<file path="config.mk">
export PLATFORM = sky130hd
export DESIGN_NAME = dc_time_sync
export DESIGN_NICKNAME = d
export VERILOG_FILES = /design/src/hw/dc_time_pkg.sv /design/src/hw/dc_time_sync.sv
export VERILOG_INCLUDE_DIRS = /design/src /design/src/hw
export SDC_FILE = /design/constraint.sdc
export NUM_CORES = 2
export LEC_CHECK = 0
export BUFFER_PORTS_ARGS = -buffer_cell sky130_fd_sc_hd__buf_2
export CAP_MARGIN = 20
export CORE_MARGIN = 3
export CORE_UTILIZATION = 40
export DETAILED_ROUTE_END_ITERATION = 16
export GPL_ROUTABILITY_DRIVEN = 0
export GPL_TIMING_DRIVEN = 0
export PLACE_DENSITY_LB_ADDON = 0.2
export REMOVE_ABC_BUFFERS = 1
export SLEW_MARGIN = 40
export SYNTH_ARGS = -nofsm -noshare
export SYNTH_HDL_FRONTEND = slang
export SYNTH_SLANG_ARGS = --single-unit
</file>
<file path="constraint.sdc">
create_clock -name mclk -period 32.2 [get_ports mclk]
set_input_delay 3.22 -clock mclk [delete_from_list [all_inputs] [get_ports mclk]]
set_output_delay 3.22 -clock mclk [all_outputs]
set_load 0.02 [all_outputs]
</file>
<file path="src/hw/dc_time_params.svh">
// offsets, reset values and timing counts of the distributed clock time register set
`ifndef DC_TIME_PARAMS_SVH
`define DC_TIME_PARAMS_SVH

// ==========================================================
// register offsets (byte addresses)
`define ADDR_RX_PORT0     12'h900
`define ADDR_RX_PORT1     12'h904
`define ADDR_RX_PORT2     12'h908
`define ADDR_SYS_TIME     12'h910
`define ADDR_RX_PU        12'h918
`define ADDR_TIME_OFFSET  12'h920
`define ADDR_PATH_DELAY   12'h928
`define ADDR_DEVIATION    12'h92c
`define ADDR_SPEED_START  12'h930
`define ADDR_CLOCK_DEV    12'h932
`define ADDR_FILTER_DEPTH 12'h934

// ==========================================================
// reset values
`define RST_SPEED_START   15'h1000
`define RST_FILTER_DEPTH  4'h4

// ==========================================================
// timing
`define CLK_PERIOD_NS     64'd20
`define SPEED_LIMIT_BASE  16'h007f

`endif

</file>
<file path="src/hw/dc_time_pkg.sv">
// types of the distributed clock time register set
package dc_time_pkg;

  // ==========================================================
  // frame phase
  typedef enum logic [0:0] {
    PH_IDLE  = 1'b0,
    PH_FRAME = 1'b1
  } frame_phase_t;

  // ==========================================================
  // byte access from either side
  typedef struct packed {
    logic        wr;
    logic        rd;
    logic [11:0] addr;
    logic [7:0]  data;
  } byte_req_t;

  // ==========================================================
  // frame events from the receive path
  typedef struct packed {
    logic sof;
    logic eof;
    logic pre1;
    logic pre2;
    logic prePu;
  } frame_evt_t;

  // ==========================================================
  // whole block state
  typedef struct packed {
    frame_phase_t phase;
    logic [63:0]  localTime;
    logic [63:0]  offset;
    logic [63:0]  adj;
    logic [31:0]  delay;
    logic [31:0]  pend1;
    logic [31:0]  pend2;
    logic [63:0]  pendPu;
    logic [31:0]  rxPort1;
    logic [31:0]  rxPort2;
    logic [63:0]  rxPu;
    logic         latchHit;
    logic [63:0]  sofTime;
    logic [31:0]  wrTime;
    logic         wrLow;
    logic [63:0]  hostSnap;
    logic         devSign;
    logic [30:0]  devMean;
    logic [14:0]  speedStart;
    logic [15:0]  clockDev;
    logic [3:0]   depth;
    logic [14:0]  loopCnt;
    logic [7:0]   netRdData;
    logic [7:0]   hostRdData;
  } dc_state_t;

endpackage

</file>
<file path="src/hw/dc_time_sync.sv">
// distributed clock time keeping and synchronisation register set
//
// How it works
// latch write to port-0 time latches ports
// port-1 register takes port-1 preamble time
// port-2 register takes port-2 preamble time
// multi-byte registers little endian
// network read returns start-of-frame time plus delay
// host read of low byte snapshots time
// low word write compared, never stored
// compare at frame end if low byte written
// only network writes trigger control loop
// processing unit time kept 64-bit
// port 0 open mirrors port-0 time
// system time is local time plus offset
// 32-bit path delay, resets zero
// deviation bit 31 set when local smaller
// deviation low bits hold mean magnitude
// 15-bit bandwidth setting, reset 1000h
// bandwidth write clears both deviations
// period deviation clamped to start minus 7Fh
// 4-bit filter depth, reset 4h
// filter depth write clears time deviation
// bandwidth bit 15 reads zero
// loop nudges time by deviation sign
`timescale 1ns/1ps
`include "dc_time_params.svh"

module dc_time_sync
  import dc_time_pkg::*;
(
  input  wire logic        mclk,
  input  wire logic        reset,
  input  wire logic        ce,
  input  wire byte_req_t   netReq,
  input  wire byte_req_t   hostReq,
  input  wire frame_evt_t  frameEvt,
  input  wire logic        port0Open,
  input  wire logic [31:0] port0RxTime,
  output logic      [7:0]  netRdData,
  output logic      [7:0]  hostRdData
);

  dc_state_t   s;
  dc_state_t   next_s;
  logic [63:0] sysNow;
  logic [31:0] diff;
  logic [31:0] mag;
  logic [30:0] mag31;
  logic [32:0] delta;
  logic [32:0] step;
  logic [15:0] lim;
  logic [15:0] absDev;
  logic [14:0] period;
  logic [2:0]  nb;

  // ==========================================================
  // read side byte select
  function automatic logic [7:0] read_byte(
    input dc_state_t   st,
    input logic [11:0] addr,
    input logic        isNet,
    input logic        p0Open,
    input logic [31:0] p0Time
  );
    logic [63:0] w;
    logic [11:0] base;
    w    = 64'h0;
    base = {addr[11:3], 3'b000};
    if (base == `ADDR_RX_PORT0) begin
      w = {st.rxPort1, p0Time};
    end else if (base == `ADDR_RX_PORT2) begin
      w = {32'h0, st.rxPort2};
    end else if (base == `ADDR_SYS_TIME) begin
      w = isNet ? st.sofTime : st.hostSnap;
    end else if (base == `ADDR_RX_PU) begin
      w = p0Open ? {32'h0, p0Time} : st.rxPu;
    end else if (base == `ADDR_TIME_OFFSET) begin
      w = st.offset;
    end else if (base == `ADDR_PATH_DELAY) begin
      w = {st.devSign, st.devMean, st.delay};
    end else if (base == `ADDR_SPEED_START) begin
      w = {28'h0, st.depth, st.clockDev, 1'b0, st.speedStart};
    end
    read_byte = w[addr[2:0]*8 +: 8];
  endfunction

  // ==========================================================
  // next state
  always_comb begin
    next_s = s;
    sysNow = s.localTime + s.offset + s.adj;
    diff   = 32'h0;
    mag    = 32'h0;
    mag31  = 31'h0;
    delta  = 33'h0;
    step   = 33'h0;
    lim    = {1'b0, s.speedStart} - `SPEED_LIMIT_BASE;
    absDev = s.clockDev[15] ? 16'(-s.clockDev) : s.clockDev;
    period = s.speedStart - absDev[14:0];
    nb     = netReq.addr[2:0];
    if (ce) begin
      next_s.localTime = s.localTime + `CLK_PERIOD_NS;

      // preamble times held until the frame proves to be a latch frame
      if (frameEvt.pre1) begin
        next_s.pend1 = s.localTime[31:0];
      end
      if (frameEvt.pre2) begin
        next_s.pend2 = s.localTime[31:0];
      end
      if (frameEvt.prePu) begin
        next_s.pendPu = s.localTime;
      end

      // start of frame delimiter
      if (frameEvt.sof) begin
        next_s.phase    = PH_FRAME;
        next_s.sofTime  = sysNow + {32'h0, s.delay};
        next_s.latchHit = 1'b0;
        next_s.wrLow    = 1'b0;
      end

      // control loop steering of the time copy
      if (s.loopCnt >= period) begin
        next_s.loopCnt = 15'h0;
        if (s.clockDev != 16'h0) begin
          next_s.adj = s.clockDev[15] ? s.adj - 64'd1 : s.adj + 64'd1;
        end
      end else begin
        next_s.loopCnt = s.loopCnt + 15'd1;
      end

      // network side writes
      if (netReq.wr) begin
        case ({netReq.addr[11:2], 2'b00})
          `ADDR_RX_PORT0: begin
            next_s.latchHit = 1'b1;
          end
          `ADDR_SYS_TIME: begin
            next_s.wrTime[nb[1:0]*8 +: 8] = netReq.data;
            if (nb[1:0] == 2'b00) begin
              next_s.wrLow = 1'b1;
            end
          end
          `ADDR_TIME_OFFSET, `ADDR_TIME_OFFSET + 12'h4: begin
            next_s.offset[nb*8 +: 8] = netReq.data;
          end
          `ADDR_PATH_DELAY: begin
            next_s.delay[nb[1:0]*8 +: 8] = netReq.data;
          end
          `ADDR_SPEED_START: begin
            if (nb[1:0] == 2'b00) begin
              next_s.speedStart[7:0] = netReq.data;
            end else if (nb[1:0] == 2'b01) begin
              next_s.speedStart[14:8] = netReq.data[6:0];
            end
            if (!nb[1]) begin
              next_s.devSign  = 1'b0;
              next_s.devMean  = 31'h0;
              next_s.clockDev = 16'h0;
            end
          end
          `ADDR_FILTER_DEPTH: begin
            if (nb[1:0] == 2'b00) begin
              next_s.depth   = netReq.data[3:0];
              next_s.devSign = 1'b0;
              next_s.devMean = 31'h0;
            end
          end
          default: begin
          end
        endcase
      end

      // end of frame: commit latches and run the compare
      if (frameEvt.eof) begin
        next_s.phase = PH_IDLE;
        if (next_s.latchHit) begin
          next_s.rxPort1 = s.pend1;
          next_s.rxPort2 = s.pend2;
          next_s.rxPu    = s.pendPu;
        end
        if (next_s.wrLow) begin
          diff  = s.sofTime[31:0] - next_s.wrTime;
          mag   = diff[31] ? 32'(-diff) : diff;
          mag31 = mag[31] ? 31'h7fffffff : mag[30:0];
          delta = {2'b00, mag31} - {2'b00, next_s.devMean};
          step  = $signed(delta) >>> s.depth;
          next_s.devMean = next_s.devMean + step[30:0];
          next_s.devSign = diff[31];
          if (diff[31]) begin
            if ($signed(next_s.clockDev) < $signed(lim)) begin
              next_s.clockDev = next_s.clockDev + 16'd1;
            end
          end else if (mag != 32'h0) begin
            if ($signed(next_s.clockDev) > $signed(16'(-lim))) begin
              next_s.clockDev = next_s.clockDev - 16'd1;
            end
          end
          next_s.wrLow = 1'b0;
        end
      end

      // read data, both sides
      if (netReq.rd) begin
        next_s.netRdData = read_byte(s, netReq.addr, 1'b1, port0Open, port0RxTime);
      end
      if (hostReq.rd) begin
        if (hostReq.addr == `ADDR_SYS_TIME) begin
          next_s.hostSnap   = sysNow;
          next_s.hostRdData = sysNow[7:0];
        end else begin
          next_s.hostRdData = read_byte(s, hostReq.addr, 1'b0, port0Open, port0RxTime);
        end
      end
    end
  end

  // ==========================================================
  // state register
  always_ff @(posedge mclk or posedge reset) begin
    if (reset) begin
      s            <= '0;
      s.speedStart <= `RST_SPEED_START;
      s.depth      <= `RST_FILTER_DEPTH;
    end else begin
      s <= next_s;
    end
  end

  assign netRdData  = s.netRdData;
  assign hostRdData = s.hostRdData;

endmodule

</file>
==> impl_summary.log <==
INFO  metric critPathArrivalTime = ~18 ns
INFO  metric num_rows = approximately 140
INFO  metric synth_top_flop_cell = dfrtp_1
INFO  metric min-delay-path-class = reg2reg
INFO  metric dieWidth = between 300 and 400 um
INFO  metric filler_cell_count = 13488
INFO  metric cp.buffers_inverters = 3
INFO  metric internal_power = about 2.1 mW
INFO  metric top_level_ports = 101
INFO  metric critical_path_required = 32.75 ns
INFO  metric commonest_non_fill_non_tap_cells_in_the_layout = nand2_1, dfrtp_1, o21ai_0
INFO  metric finalHoldViolations = 0
INFO  metric clkPwrFrac = about 30%
INFO  metric grt_pass1_wl = 307100 um
INFO  metric syn_to_final_growth = 10.85%
INFO  metric synth.avg_cell_area = between 8 and 9 sq um
INFO  metric die_area = 144300 sq um
INFO  metric drt-total-wl = between 200000 and 250000 um
INFO  metric core_area = approximately 140000 sq um
INFO  metric slew-limit-headroom = approximately 36%
INFO  metric cpMaxStageDelayCell = ha_1
INFO  metric synthesis.area = 55890 sq um
INFO  metric largest_stage_delay_on_the_critical_path = roughly 0.73 ns
INFO  metric drc = 0
INFO  metric setup.worst_path.start_class = input port
INFO  metric post_drt_via_cell_ratio = 6.061
INFO  metric synth-seq-cells = 726
INFO  metric start_util = about two fifths
INFO  metric critical-path-top-cell-by-count = a21oi_1
INFO  metric holdWs = approximately 0.47 ns
INFO  metric stdcell_count = roughly 8200
INFO  metric drt-initial-drc-count = between 5000 and 6000
INFO  metric ant_nets = 0
INFO  metric yosysWarningCount = 0
INFO  metric insertion_delay = 0.70 ns
INFO  metric grt-ovfl-total = 0
INFO  metric setup.worst_path.end_class = flop
INFO  metric grt_start_max_net_pins = 83
INFO  metric tritoncts = yes
INFO  metric pwr-share-comb = 38.7%
INFO  metric cts.repair_timing.setup_buffer_count = 0
INFO  metric clkSinkCount = ~730
INFO  metric synth-seq-area-share = approximately a third
INFO  metric post_synth_num_cell_types = 102
INFO  metric layout.cells.most_common = nand2_1
INFO  metric cts_hold_repair.buffers = 0
INFO  metric p_seq_share = just over 30%
INFO  metric worstMarginPinSlew = around 0.94 ns
INFO  metric setup_viol = 0
INFO  metric switchingPower = around 1.3 mW
INFO  metric average_routed_wire_per_standard_cell = roughly 25 um
INFO  metric synth_instances = 6312
INFO  metric chipHeight = approximately 380 um
INFO  metric design.final.nets = 6722
INFO  metric total_power_divided_by_cell_area = ~54 nW/um^2
INFO  metric cts_htree_levels = 3
INFO  metric critPathTopFamily = compound AO/OA/AOI/OAI gates
INFO  metric firstDrtPassIters = 6
INFO  metric p_sw_share = between 30% and 40%
INFO  metric detailroute.via_count = ~50000
INFO  metric io_buffers = just over 90
INFO  metric setup_ws = 14.34 ns
INFO  metric p_leak = between 20 and 30 nW
INFO  metric clock_tree.buffer_depth = 3
INFO  metric postCtsResizedCells = 0
INFO  metric place_inst = 8004
INFO  metric report.final.slew_viol_count = 0
INFO  metric grtUsageTotal = 27.99%
INFO  metric result_of_the_run = finished, final reports clean
INFO  metric drive_gt1_share = between 10% and 20%
INFO  metric place_ws = between 10 and 15 ns
INFO  metric period_minus_slack = about 18 ns
INFO  metric cts.clk_slew.worst_paths = around 0.060 ns
INFO  metric number_of_global_route_vias_before_repair = around 46000
INFO  metric synth_edf_count = 0
INFO  metric rsz0062_at_grt = false
INFO  metric number_of_antenna_violations_at_the_first_check_in_global_routing = 15
INFO  metric fin_skew = about 0.045 ns
INFO  metric ir_worst_vdd = 0.00005266 V
INFO  metric fmax = 56.01 MHz
INFO  metric detailedPlacementHpwl = around 160000 um
INFO  metric cap_viol_max_count = 0
INFO  metric setup.worst_path.class = in2reg
INFO  metric cts_made_buffers = 87
INFO  metric critical_path.max_fanout = between 50 and 60
INFO  metric synthArstFlopShare = 100.0%
INFO  metric final.period_utilization = 55.45%
INFO  metric root_buffer = clkbuf_16
## flip-flops by register name, indices dropped and copies added (netlist names)
signal / cells
s: 710
hostRdData: 8
netRdData: 8
## worst reg2reg max path, delay by kind of cell, from the launching register on
family | cells | cell delay [ns]
buffers and inverters | 2 | 0.18
AND/OR/NAND/NOR | 10 | 2.28
flip-flops | 1 | 0.41
AO/OA/AOI/OAI | 26 | 6.67
adder cells (fa/ha/maj) | 5 | 1.51
XOR/XNOR | 3 | 0.55
multiplexers | 3 | 0.70
## through the flow
step	util, %	area (sq um)	total power [mW]	setup TNS (ns)
floorplan	-	54510	1.929	0
global placement	41.46	57290	2.264	-192.38
detailed placement	42.69	58980	2.293	0
CTS	44.82	61930	3.333	0
global route	44.83	61950	3.529	0
finish	44.84	61960	3.342	0
## kinds of logic (layout without fill, tap and decap cells)
kind of cell	after synthesis	in the layout	synth area share, %
buffers and inverters	530	513	3.676
other	0	5	0
multiplexers	542	542	11.77
AO/OA/AOI/OAI	1749	1749	19.55
flip-flops	726	726	32.51
adder cells (fa/ha/maj)	407	407	10.02
AND/OR/NAND/NOR	1943	1943	15.97
XOR/XNOR	415	415	6.503
## routing by layer
layer  up-vias  GRT usage (%)  share of wire, %
li1      22611              -                 -
met1     24187          39.15                43
met2      2224          41.04                42
met3       452          5.568               9.4
met4         6          14.00               5.5
met5         -              0             0.023
## synth_stat cells, types with 57 or more instances
cell	count	area [sq um]
mux4_2	63	1419
o21ai_0	489	2447
a31oi_1	57	356.6
inv_1	176	660.6
mux2i_1	189	1892
nor3_1	95	475.5
xnor2_1	249	2181
a21oi_1	480	2402
fa_1	68	1361
and2_1	78	488.0
a21o_1	163	1224
xor2_1	166	1454
dfrtp_1	724	18120
and3_1	62	387.9
o21a_1	60	450.4
ha_1	339	4242
nor2_1	412	1546
nand2_1	845	3172
nor2b_1	63	394.1
nand4_1	71	444.2
mux2_2	290	3266
clkbuf_1	277	1040
nand3_1	127	635.6
a211oi_1	76	570.6
## layout make-up
class	instances	area, sq um	share of cell area [%]
Inverter	178	678.2	1.095
Antenna cell	5	12.51	0.02020
Clock inverter	37	525.5	0.8482
Timing Repair Buffer	181	1819	2.936
Multi-Input combinational cell	5056	35990	58.09
Tap cell	1863	2331	3.762
Sequential cell	726	18180	29.34
Clock buffer	117	2420	3.906
## power groups by stage
stage,registers [mW],clock network [mW],logic (mW)
finish,1.02,1.03,1.29
global placement,1.03,0,1.23
floorplan,1.01,0,0.921
detailed placement,1.03,0,1.26
CTS,1.02,1.05,1.27
global route,1.02,1.08,1.42
## path summary, 6_finish.rpt
check | startpoint | end | slack, ns | cells past startpoint
setup / recovery | netReq[8] | s[96] | 14.34 | 55
hold / removal | s[157] | s[157] | 0.47 | 2
setup reg to reg | s[195] | s[96] | 19.74 | 49
hold reg to reg | s[157] | s[157] | 0.47 | 2
max in group asynchronous | reset | s[605] | 27.60 | 7
min in group asynchronous | reset | s[488] | 2.44 | 2
Note: power is estimated with default switching activity, not from simulation.
